### config.mk
export PLATFORM = sky130hd
export DESIGN_NAME = vmd_decode
export DESIGN_NICKNAME = d
export VERILOG_FILES = /design/src/core/vmd_pkg.sv /design/src/core/vmd_vec_slot.sv /design/src/core/vmd_decode.sv
export SDC_FILE = /design/constraint.sdc
export NUM_CORES = 1
export LEC_CHECK = 0
export BUFFER_PORTS_ARGS = -buffer_cell sky130_fd_sc_hd__buf_4
export CAP_MARGIN = 30
export CORE_ASPECT_RATIO = 1.4
export CORE_MARGIN = 2
export CORE_UTILIZATION = 47
export DETAILED_ROUTE_END_ITERATION = 10
export PLACE_DENSITY = 0.9
export SETUP_SLACK_MARGIN = 0.1
export SLEW_MARGIN = 20
export SYNTH_ARGS = -nofsm -noshare
export SYNTH_HDL_FRONTEND = slang
export SYNTH_HIERARCHICAL = 1
export SYNTH_SLANG_ARGS = --single-unit
### constraint.sdc
create_clock -name clk_sys -period 2.1 [get_ports clk_sys]
set_input_delay 0.105 -clock clk_sys [delete_from_list [all_inputs] [get_ports clk_sys]]
set_output_delay 0.105 -clock clk_sys [all_outputs]
set_load 0.01 [all_outputs]
### src/core/vmd_pkg.sv
// Shared constants and types for the vector and register map decoder
package vmd_pkg;
	localparam int ADDR_W = 16;
	localparam int DATA_W = 8;
	localparam int NUM_VEC = 32;
	localparam int VEC_IDX_W = 5;
	// Direct page, high page, nonvolatile area bounds
	localparam logic [15:0] DP_LO = 16'h0000;
	localparam logic [15:0] DP_HI = 16'h007F;
	localparam logic [15:0] HP_LO = 16'h1800;
	localparam logic [15:0] HP_HI = 16'h18FF;
	localparam logic [15:0] NV_LO = 16'hFFB0;
	localparam logic [15:0] NV_HI = 16'hFFBF;
	// Vector table
	localparam logic [15:0] VEC_BASE = 16'hFFC0;
	localparam logic [15:0] VEC_RESET = 16'hFFFE;
	localparam logic [15:0] VEC_SWI = 16'hFFFC;
	localparam logic [15:0] VEC_IRQ = 16'hFFFA;
	localparam logic [15:0] VEC_LVD = 16'hFFF8;
	localparam logic [15:0] VEC_LOL = 16'hFFF6;
	localparam logic [15:0] VEC_PORT = 16'hFFD2;
	// Slot indexes counted from VEC_BASE
	localparam logic [4:0] SLOT_RESET = 5'h1F;
	localparam logic [4:0] SLOT_SWI = 5'h1E;
	localparam logic [4:0] SLOT_IRQ = 5'h1D;
	localparam logic [4:0] SLOT_LVD = 5'h1C;
	localparam logic [4:0] SLOT_LOL = 5'h1B;
	localparam logic [4:0] SLOT_PORT = 5'h09;
	// Nonvolatile area offsets (within the 16-byte area)
	localparam logic [3:0] NV_KEY_FIRST = 4'h0;
	localparam logic [3:0] NV_KEY_LAST = 4'h7;
	localparam logic [3:0] NV_PROT_OFS = 4'hD;
	localparam logic [3:0] NV_OPT_OFS = 4'hF;
	localparam int NV_KEY_BYTES = 8;
	localparam int NV_BYTES = 16;
	localparam logic [7:0] BYTE_ZERO = 8'h00;
	localparam logic [7:0] HIGH_BYTE_ZERO = 8'h00;
	localparam logic [15:0] ADDR_ZERO = 16'h0000;
	localparam logic [7:0] MASK_ALL = 8'hFF;

	// Region select
	typedef enum logic [2:0] {
		VMD_RGN_NONE = 3'b000,
		VMD_RGN_DP = 3'b001,
		VMD_RGN_HP = 3'b010,
		VMD_RGN_NV = 3'b011,
		VMD_RGN_VEC = 3'b100
	} vmd_region_type;

	// Core access request
	typedef struct packed {
		logic valid;
		logic write;
		logic direct;
		logic [15:0] addr;
		logic [7:0] wdata;
	} vmd_req_type;

	// Decoded select passed to the peripheral side
	typedef struct packed {
		vmd_region_type region;
		logic [7:0] offset;
		logic rd;
		logic wr;
		logic [7:0] wdata;
	} vmd_sel_type;
endpackage

### src/core/vmd_vec_slot.sv
// Vector slot calculator: source number to slot address pair
`timescale 1ns/1ns
module vmd_vec_slot (
	input wire logic [4:0] slot_idx,
	output logic [15:0] slot_hi_addr,
	output logic [15:0] slot_lo_addr
);
	// Each slot is two bytes, high byte first
	always_comb begin
		slot_hi_addr = vmd_pkg::VEC_BASE + {10'h000, slot_idx, 1'b0};
		slot_lo_addr = slot_hi_addr + 16'h0001;
	end
endmodule // vmd_vec_slot

### src/core/vmd_decode.sv
// Memory map decoder: vectors, register pages, nonvolatile area
`timescale 1ns/1ns
module vmd_decode #(
	parameter int NUM_SRC = vmd_pkg::NUM_VEC
) (
	input wire logic clk_sys,
	input wire logic srst,
	input wire vmd_pkg::vmd_req_type core_req,
	input wire logic [4:0] irq_src,
	input wire logic vec_fetch,
	input wire logic [7:0] periph_rdata,
	input wire logic [7:0] periph_zero_mask,
	input wire logic [7:0] periph_impl_mask,
	input wire logic [7:0] flash_rdata,
	input wire logic [7:0] bitop_mask,
	input wire logic bitop_set,
	input wire logic bitop_clr,
	output vmd_pkg::vmd_sel_type periph_sel,
	output logic [15:0] flash_addr,
	output logic [7:0] rdata,
	output logic bit_test,
	output logic [15:0] vec_addr,
	output logic [7:0] nv_protection_byte,
	output logic [7:0] nv_option_byte,
	output logic [63:0] backdoor_key,
	output logic key_ready,
	output logic ready
);
	// Load sequencer after reset: protection, option, then key bytes
	typedef enum logic [1:0] {
		VMD_LD_PROT = 2'b00,
		VMD_LD_OPT = 2'b01,
		VMD_LD_KEY = 2'b10,
		VMD_LD_DONE = 2'b11
	} vmd_load_type;

	vmd_load_type ld_reg, ld_next;
	logic [2:0] key_idx_reg, key_idx_next;
	logic [7:0] prot_reg, prot_next;
	logic [7:0] opt_reg, opt_next;
	logic [63:0] key_reg, key_next;
	logic [7:0] rdata_reg, rdata_next;
	logic bit_test_reg, bit_test_next;
	logic [15:0] eff_addr;
	vmd_pkg::vmd_region_type region;
	logic [15:0] slot_hi, slot_lo;
	logic [4:0] slot_idx;
	logic [15:0] load_addr;
	logic [7:0] write_bits;

	// Direct mode forces the high byte to zero
	assign eff_addr = core_req.direct ?
		{vmd_pkg::HIGH_BYTE_ZERO, core_req.addr[7:0]} : core_req.addr;

	// Region decode; unlisted addresses stay with memory
	always_comb begin
		if (eff_addr <= vmd_pkg::DP_HI) begin
			region = vmd_pkg::VMD_RGN_DP;
		end else if (eff_addr >= vmd_pkg::HP_LO && eff_addr <= vmd_pkg::HP_HI) begin
			region = vmd_pkg::VMD_RGN_HP;
		end else if (eff_addr >= vmd_pkg::NV_LO && eff_addr <= vmd_pkg::NV_HI) begin
			region = vmd_pkg::VMD_RGN_NV;
		end else if (eff_addr >= vmd_pkg::VEC_BASE) begin
			region = vmd_pkg::VMD_RGN_VEC;
		end else begin
			region = vmd_pkg::VMD_RGN_NONE;
		end
	end

	// Slot taken straight from irq_src once loaded; reset slot while loading
	always_comb begin
		if (ld_reg != VMD_LD_DONE) begin
			slot_idx = vmd_pkg::SLOT_RESET;
		end else begin
			slot_idx = irq_src;
		end
	end

	vmd_vec_slot u_slot (
		.slot_idx(slot_idx),
		.slot_hi_addr(slot_hi),
		.slot_lo_addr(slot_lo)
	);

	assign vec_addr = vec_fetch ? slot_lo : slot_hi;

	// Read-modify-write for bit ops: only implemented bits change
	always_comb begin
		write_bits = core_req.wdata;
		if (bitop_set) begin
			write_bits = periph_rdata | bitop_mask;
		end else if (bitop_clr) begin
			write_bits = periph_rdata & ~bitop_mask;
		end
		write_bits = write_bits & periph_impl_mask;
	end

	// Peripheral select; nonvolatile writes never reach storage
	always_comb begin
		periph_sel.region = region;
		periph_sel.offset = eff_addr[7:0];
		periph_sel.wdata = write_bits;
		periph_sel.rd = core_req.valid && !core_req.write &&
			(region == vmd_pkg::VMD_RGN_DP || region == vmd_pkg::VMD_RGN_HP);
		periph_sel.wr = core_req.valid && core_req.write &&
			(periph_impl_mask != vmd_pkg::BYTE_ZERO) &&
			(region == vmd_pkg::VMD_RGN_DP || region == vmd_pkg::VMD_RGN_HP);
	end

	// Flash address: loader owns the port until done
	always_comb begin
		unique case (ld_reg)
			VMD_LD_PROT: load_addr = {vmd_pkg::NV_LO[15:4], vmd_pkg::NV_PROT_OFS};
			VMD_LD_OPT: load_addr = {vmd_pkg::NV_LO[15:4], vmd_pkg::NV_OPT_OFS};
			VMD_LD_KEY: load_addr = {vmd_pkg::NV_LO[15:4], 1'b0, key_idx_reg};
			VMD_LD_DONE: load_addr = eff_addr;
		endcase
	end
	assign flash_addr = load_addr;

	// Loader next state: flash data assumed valid same cycle
	always_comb begin
		ld_next = ld_reg;
		key_idx_next = key_idx_reg;
		prot_next = prot_reg;
		opt_next = opt_reg;
		key_next = key_reg;
		unique case (ld_reg)
			VMD_LD_PROT: begin
				prot_next = flash_rdata;
				ld_next = VMD_LD_OPT;
			end
			VMD_LD_OPT: begin
				opt_next = flash_rdata;
				ld_next = VMD_LD_KEY;
			end
			VMD_LD_KEY: begin
				key_next = {key_reg[55:0], flash_rdata};
				key_idx_next = key_idx_reg + 3'h1;
				if (key_idx_reg == vmd_pkg::NV_KEY_LAST[2:0]) begin
					ld_next = VMD_LD_DONE;
				end
			end
			VMD_LD_DONE: begin
			end
		endcase
	end

	// Read data: zero bits forced low; flash writes ignored
	always_comb begin
		rdata_next = rdata_reg;
		bit_test_next = bit_test_reg;
		if (core_req.valid && !core_req.write && ld_reg == VMD_LD_DONE) begin
			unique case (region)
				vmd_pkg::VMD_RGN_DP, vmd_pkg::VMD_RGN_HP: begin
					rdata_next = periph_rdata & ~periph_zero_mask;
					bit_test_next = |(periph_rdata & ~periph_zero_mask
						& bitop_mask);
				end
				vmd_pkg::VMD_RGN_NV, vmd_pkg::VMD_RGN_VEC: begin
					rdata_next = flash_rdata;
				end
				vmd_pkg::VMD_RGN_NONE: begin
					rdata_next = vmd_pkg::BYTE_ZERO;
				end
				default: begin
					rdata_next = vmd_pkg::BYTE_ZERO;
				end
			endcase
		end
	end

	// Registers
	always_ff @(posedge clk_sys) begin
		if (srst) begin
			ld_reg <= VMD_LD_PROT;
			key_idx_reg <= 3'h0;
			prot_reg <= vmd_pkg::BYTE_ZERO;
			opt_reg <= vmd_pkg::BYTE_ZERO;
			key_reg <= 64'h0000000000000000;
			rdata_reg <= vmd_pkg::BYTE_ZERO;
			bit_test_reg <= 1'b0;
		end else begin
			ld_reg <= ld_next;
			key_idx_reg <= key_idx_next;
			prot_reg <= prot_next;
			opt_reg <= opt_next;
			key_reg <= key_next;
			rdata_reg <= rdata_next;
			bit_test_reg <= bit_test_next;
		end
	end

	assign nv_protection_byte = prot_reg;
	assign nv_option_byte = opt_reg;
	assign backdoor_key = key_reg;
	assign key_ready = (ld_reg == VMD_LD_DONE);
	assign ready = key_ready;
	assign rdata = rdata_reg;
	assign bit_test = bit_test_reg;

	// Checks
	reset_vec_a: assert property (@(posedge clk_sys)
		disable iff (srst)
		!key_ready |-> vec_addr[15:1] == vmd_pkg::VEC_RESET[15:1])
		else $error("reset vector slot not selected while loading");
	port_slot_a: assert property (@(posedge clk_sys)
		disable iff (srst)
		key_ready && irq_src == vmd_pkg::SLOT_PORT && !vec_fetch
		|-> vec_addr == vmd_pkg::VEC_PORT)
		else $error("port vector slot wrong");
	lol_slot_a: assert property (@(posedge clk_sys)
		disable iff (srst)
		key_ready && irq_src == vmd_pkg::SLOT_LOL && vec_fetch
		|-> vec_addr == vmd_pkg::VEC_LOL + 16'h0001)
		else $error("clock lock loss slot wrong");
	// Upper half of a direct address is RAM, never a register
	direct_page_a: assert property (@(posedge clk_sys)
		disable iff (srst)
		core_req.valid && core_req.direct
		|-> periph_sel.region == (core_req.addr[7] ?
			vmd_pkg::VMD_RGN_NONE : vmd_pkg::VMD_RGN_DP))
		else $error("direct address decoded to wrong region");
	high_page_a: assert property (@(posedge clk_sys)
		disable iff (srst)
		core_req.valid && !core_req.direct && core_req.addr[15:8] == 8'h18
		|-> periph_sel.region == vmd_pkg::VMD_RGN_HP)
		else $error("high page miss");
	nv_nowrite_a: assert property (@(posedge clk_sys)
		disable iff (srst)
		periph_sel.region == vmd_pkg::VMD_RGN_NV |-> !periph_sel.wr)
		else $error("write leaked into nonvolatile area");
	load_done_a: assert property (@(posedge clk_sys)
		$fell(srst) |-> ##10 key_ready)
		else $error("nonvolatile load did not finish in ten cycles");
	prot_copy_a: assert property (@(posedge clk_sys)
		disable iff (srst)
		ld_reg == VMD_LD_PROT |=> nv_protection_byte == $past(flash_rdata))
		else $error("protection byte not copied");
	zero_bits_a: assert property (@(posedge clk_sys)
		disable iff (srst)
		core_req.valid && !core_req.write && key_ready &&
		periph_sel.rd |=> (rdata & $past(periph_zero_mask)) == 8'h00)
		else $error("unused zero bit read as one");
	resv_write_a: assert property (@(posedge clk_sys)
		disable iff (srst)
		periph_impl_mask == 8'h00 |-> !periph_sel.wr)
		else $error("write to reserved location reached peripherals");

	cov_load: cover property (@(posedge clk_sys) $rose(key_ready));
	cov_dp_read: cover property (@(posedge clk_sys) periph_sel.rd &&
		periph_sel.region == vmd_pkg::VMD_RGN_DP);
	cov_hp_write: cover property (@(posedge clk_sys) periph_sel.wr &&
		periph_sel.region == vmd_pkg::VMD_RGN_HP);
	cov_bitset: cover property (@(posedge clk_sys) bitop_set && periph_sel.wr);
endmodule // vmd_decode

## After elaboration in Yosys (flattened, before gate mapping)

Cells that the tools add are included.

- Multiplexer cells: 13
- Div/mod/pow operators: 0
- Equal/unequal tests: 10
- Multipliers: 0
- Reductions and logical operators: 18
- Shift operators: 0
- Add/sub/neg operators: 3
- Bitwise gates (word level): 7
- Magnitude comparators: 6

Operators by type and width:

| cell | count |
|---|---|
| 16-bit one-hot mux with 4 select lines | 1 |
| 8-bit bitwise AND | 4 |
| 16-bit greater-or-equal comparator (second input constant) | 2 |
| 16-bit 2-to-1 mux | 2 |
| 16-bit by 1-bit adder with 16-bit output (second input constant) | 1 |
| 16-bit by 13-bit greater-or-equal comparator with 1-bit output (second input constant) | 1 |
| 16-bit by 13-bit less-or-equal comparator with 1-bit output (second input constant) | 1 |
| 16-bit less-or-equal comparator (second input constant) | 1 |
| 16-bit by 7-bit less-or-equal comparator with 1-bit output (second input constant) | 1 |
| 8-bit 2-to-1 mux | 2 |
| 8-bit inverter | 2 |
| 8-bit one-hot mux with 2 select lines | 1 |
| 3-bit 2-to-1 mux | 4 |
| 7-bit by 7-bit adder with 8-bit output (first input constant) | 1 |
| 1-bit logical AND | 8 |
| 8-bit bitwise OR | 1 |
| 8-bit nonzero test | 1 |
| 8-bit OR reduction | 1 |
| 3-bit by 2-bit equality test with 1-bit output (second input constant) | 2 |
| 3-bit equality test (second input constant) | 2 |
| 2-bit one-hot mux with 3 select lines | 1 |
| 5-bit 2-to-1 mux | 1 |
| 2-bit equality test (second input constant) | 2 |
| 2-bit inequality test (second input constant) | 2 |
| other kinds (10) | 12 |

- Bits of input ports: 77
- Output and inout port bits: 144
- Latch bits: 0
- Bits in registers: 94
- Memory bits (writable): 0
- Memories: 0
- Logic and storage cells: 64
- Bits in read-only memories: 0

## Longest topological paths before layout

- Depth in word-level cells: 9
- Mapped depth: 6

## By module

The synthesis kept the hierarchy.

Modules (own cells, without submodules):

| module | area each (um^2) | instances | cells an instance |
|---|---|---|---|
| vmd_decode | 4425.5 | 1 | 481 |
| vmd_vec_slot | 247.7 | 1 | 34 |

## Least setup slack after synthesis

Ideal clock, no wire load.

- Path kind: register -> output
- Start: reg ld_reg[0]
- End: out flash_addr[0]
- Cell stages (with the launch flop): 7
- Arrival: 1.732 ns
- Slack: 0.263 ns
- Required time: 1.995 ns
- Path buffers: 2
- Path through: dfxtp_1 -> inv_1 -> ha_1 -> clkbuf_1 -> buf_1 -> a22oi_1 -> o21ai_0

- Longest elaborated chain between the ends: 2
- Elaborated cells on any way between the ends: 5
- Those cells by class: eq/ne: 3; mux: 1; reduce/logical: 1

RTL lines:

| item | RTL line | text |
|---|---|---|
| start: declaration | vmd_decode.sv:37 | `vmd_load_type ld_reg, ld_next;` |
| start signal: assignment | vmd_decode.sv:184 | `ld_reg <= ld_next;` |
| 2-bit equality test, or another cell as far along | vmd_decode.sv:112 | `unique case (ld_reg)` |
| 16-bit one-hot mux with 4 select lines (*) | vmd_decode.sv:112 |  |
| end: declaration | vmd_decode.sv:19 | `output logic [15:0] flash_addr,` |

Mark *: on every way between the ends. The rest lies on a longest branch, timed or not.

==> flow_summary_export.csv <==
group,metric,value,unit
floorplanning,die_w,88.3,microns
worst_setup_path,max_stage_delay,0.54,ns
clock_network,root_buffer,"clkbuf_16",
global_routing,antenna_found_initial,0,
worst_setup_path,worstSetupPathType,"in2out",
sta,timing.hold.ws,0.0436,ns
sta,max_freq,524,MHz
global_routing,grt_max_degree,63,
run_status,status,"finished clean",
place,place_area,0.00618,sq mm
sta,hold_viol_final,0,
floorplanning,die_h,122,microns
global_routing,grt_pass1_vias,4104,
clock_network,cts_max_level,3,
global_routing,gr-total-overflow,0,
logic_synthesis,netlist.area_leader.share,0.403,
logic_synthesis,synth_top_area_cell,"dfxtp_1",
power_and_ir_drop,leakage,2.88,nW
worst_setup_path,worst_ep_required_time,2.00,ns
sta,slew-limit-headroom,0.651,
logic_synthesis,netlist_area,0.00467,sq mm
detailed_routing,first_pass_iters,4,
logic_synthesis,yosysUniqueCellTypes,42,
place,hpwl,10000,microns
sta,rsz0062_at_grt,"false",
cells_and_area,nets,782,
sta,slew_viol_final,0,
worst_setup_path,cp.arrival,1.80,ns
sta,period_share,0.909,
clock_network,cts_buffer_depth,2,
detailed_routing,wl_per_cell,15.8,microns
clock_network,clk_latency,0.33,ns
logic_synthesis,ys_top_cells_by_count,"dfxtp_1 (94), nor2_1 (91), mux2i_1 (84)",
power_and_ir_drop,power_density,901,mW/mm^2
global_routing,grtUsageTotal,0.232,
cells_and_area,area_delta_synth_final,39.0,%
worst_setup_path,worst_setup_path_start_kind,"primary input",
clock_network,cts_tree,"yes",
cells_and_area,n_antenna_cell,0,
logic_synthesis,postSynthCellCount,515,
logic_synthesis,synth_area_per_cell,9.07,sq um
clock_network,numCtsBuffers,9,
clock_network,clk_pin_slew_worst_paths,0.06,ns
worst_setup_path,crit_fanout,4,
floorplanning,rows,43,
worst_setup_path,end_kind,"primary output",
sta,setup_viol,0,
sta,min_period,1.91,ns
place,gp_congestion,0.808,
logic_synthesis,synthArstFlopShare,0,
logic_synthesis,ys_top_cells_by_area,"dfxtp_1 (40%), mux2i_1 (18%), nor2_1 (7.3%)",
detailed_routing,drc,0,
run,maxCapViolations,0,
logic_synthesis,synth-seq-cells,94,
worst_setup_path,cpLargestDelayFamily,"simple AND/OR/NAND/NOR gates",
min_path,hold_class,"in2reg",
worst_setup_path,crit_buf_inv,2,
floorplanning,boundaryPins,221,
detailed_routing,drtIter0Drc,167,
logic_synthesis,synth_enable_flop_cells,0,
worst_setup_path,cp_common_cell,"buf_4",
floorplanning,die-area,0.0108,sq mm
detailed_routing,routed_wl,13200,microns
floorplanning,design.core.area,0.00979,sq mm
clock_network,hold_buffers,0,
logic_synthesis,ys.flop_type,"dfxtp_1",
cells_and_area,drive_above_1_share,0.375,
sta,final.setup.tns,0,ns
detailed_routing,postRouteAntennaNets,0,
cells_and_area,fill_cells,803,
worst_setup_path,path_cells,"buf_4 > or4_1 > a21oi_2 > o21ai_0 > nor3b_1 > buf_4",
power_and_ir_drop,ir_drop,0.000571,V
floorplanning,initial_core_util,0.477,
clock_network,cts_sinks,94,
detailed_routing,avgViaCountPerCell,5.14,
cells_and_area,largest_reg_flops,64,
sta,worst_pin_slew,0.510,ns
logic_synthesis,synth-seq-area-share,0.403,
power_and_ir_drop,finalPower,5.85,mW
worst_setup_path,cp_slowest_cell,"or4_1",
detailed_routing,vias,4294,
logic_synthesis,yosys_warnings,6,
global_routing,grt_pass1_wl,19700,microns
place,portBuffers,210,
cells_and_area,fin_area,0.00649,sq mm
sta,fin_worst_skew,0.00502,ns
logic_synthesis,synth_most_common_cell,"dfxtp_1",
cell type report:
type,count,area [sq um],area share
Inverter,10,37.5,0.00578
Clock inverter,6,45.0,0.00694
Multi-Input combinational cell,358,2410,0.372
Sequential cell,94,1880,0.290
Clock buffer,10,239,0.0368
Timing Repair Buffer,223,1710,0.263
Tap cell,135,169,0.0260
cells by family after synthesis:
kind of cell	synth area share
AO/OA/AOI/OAI	0.114
other	0.00161
AND/OR/NAND/NOR	0.134
XOR/XNOR	0.00187
multiplexers	0.218
adder cells (fa/ha/maj)	0.0241
flip-flops	0.403
buffers and inverters	0.103
layer usage:
metal | track usage | vias to the layer above | part of all wire
li1 | - | 2083 | -
met1 | 0.240 | 2002 | 0.38
met2 | 0.427 | 179 | 0.52
met3 | 0.0596 | 30 | 0.074
met4 | 0.101 | 0 | 0.026
met5 | 0 | - | 0
what timing repair did:
action / in CTS / in global routing
setup endpoints to repair: 10 / 7
gates resized for setup: 2 / 2
setup buffers: 1 / 0
cells in the final DEF (no fill, tap or decap), types with 2 or more instances in the layout:
cell type,count
buf_4,220
dfxtp_1,93
nor2_1,91
mux2i_1,84
a21oi_1,27
conb_1,22
o21ai_0,21
nand2_1,17
mux2_2,16
inv_1,10
clkbuf_16,9
a21boi_0,8
o2111ai_1,8
a211oi_1,7
ha_1,7
nand2b_1,6
nand3_1,5
nor2b_1,4
and3b_1,4
a31oi_1,3
nand3b_1,2
nor3_1,2
and2_1,2
a22oi_1,2
nor4_1,2
a32oi_1,2
clkinv_2,2
clkinvlp_4,2
buf_12,2
final timing paths:
check | from | slack [ns] | endpoint | cells past startpoint
max | core_req[21] | 0.19 | periph_sel[9] | 6
min | flash_rdata[2] | 0.04 | backdoor_key[2] | 3
max reg2reg | ld_reg[0] | 0.33 | ld_reg[1] | 6
min reg2reg | rdata[5] | 0.49 | rdata[5] | 2
worst min-delay path, stage by stage:
cell and delay [ns]:
buf_4 0.10, mux2i_1 0.06, nor2_1 0.07
per-stage QoR:
step / setup WS, ns / util / cells
after floorplan: 0.263 / - / 535
after global placement: 0.269 / 0.631 / 819
after detailed placement: 0.288 / 0.631 / 819
after CTS: 0.135 / 0.663 / 836
after global routing: 0.102 / 0.663 / 836
final: 0.191 / 0.663 / 836
report_power, final:
group	switching, mW	internal (mW)	total, mW
combinational	1.16	1.13	2.29
sequential	0.116	1.92	2.04
clock	0.684	0.843	1.53
total	1.96	3.89	5.85
(Power assumes the default switching activity.)
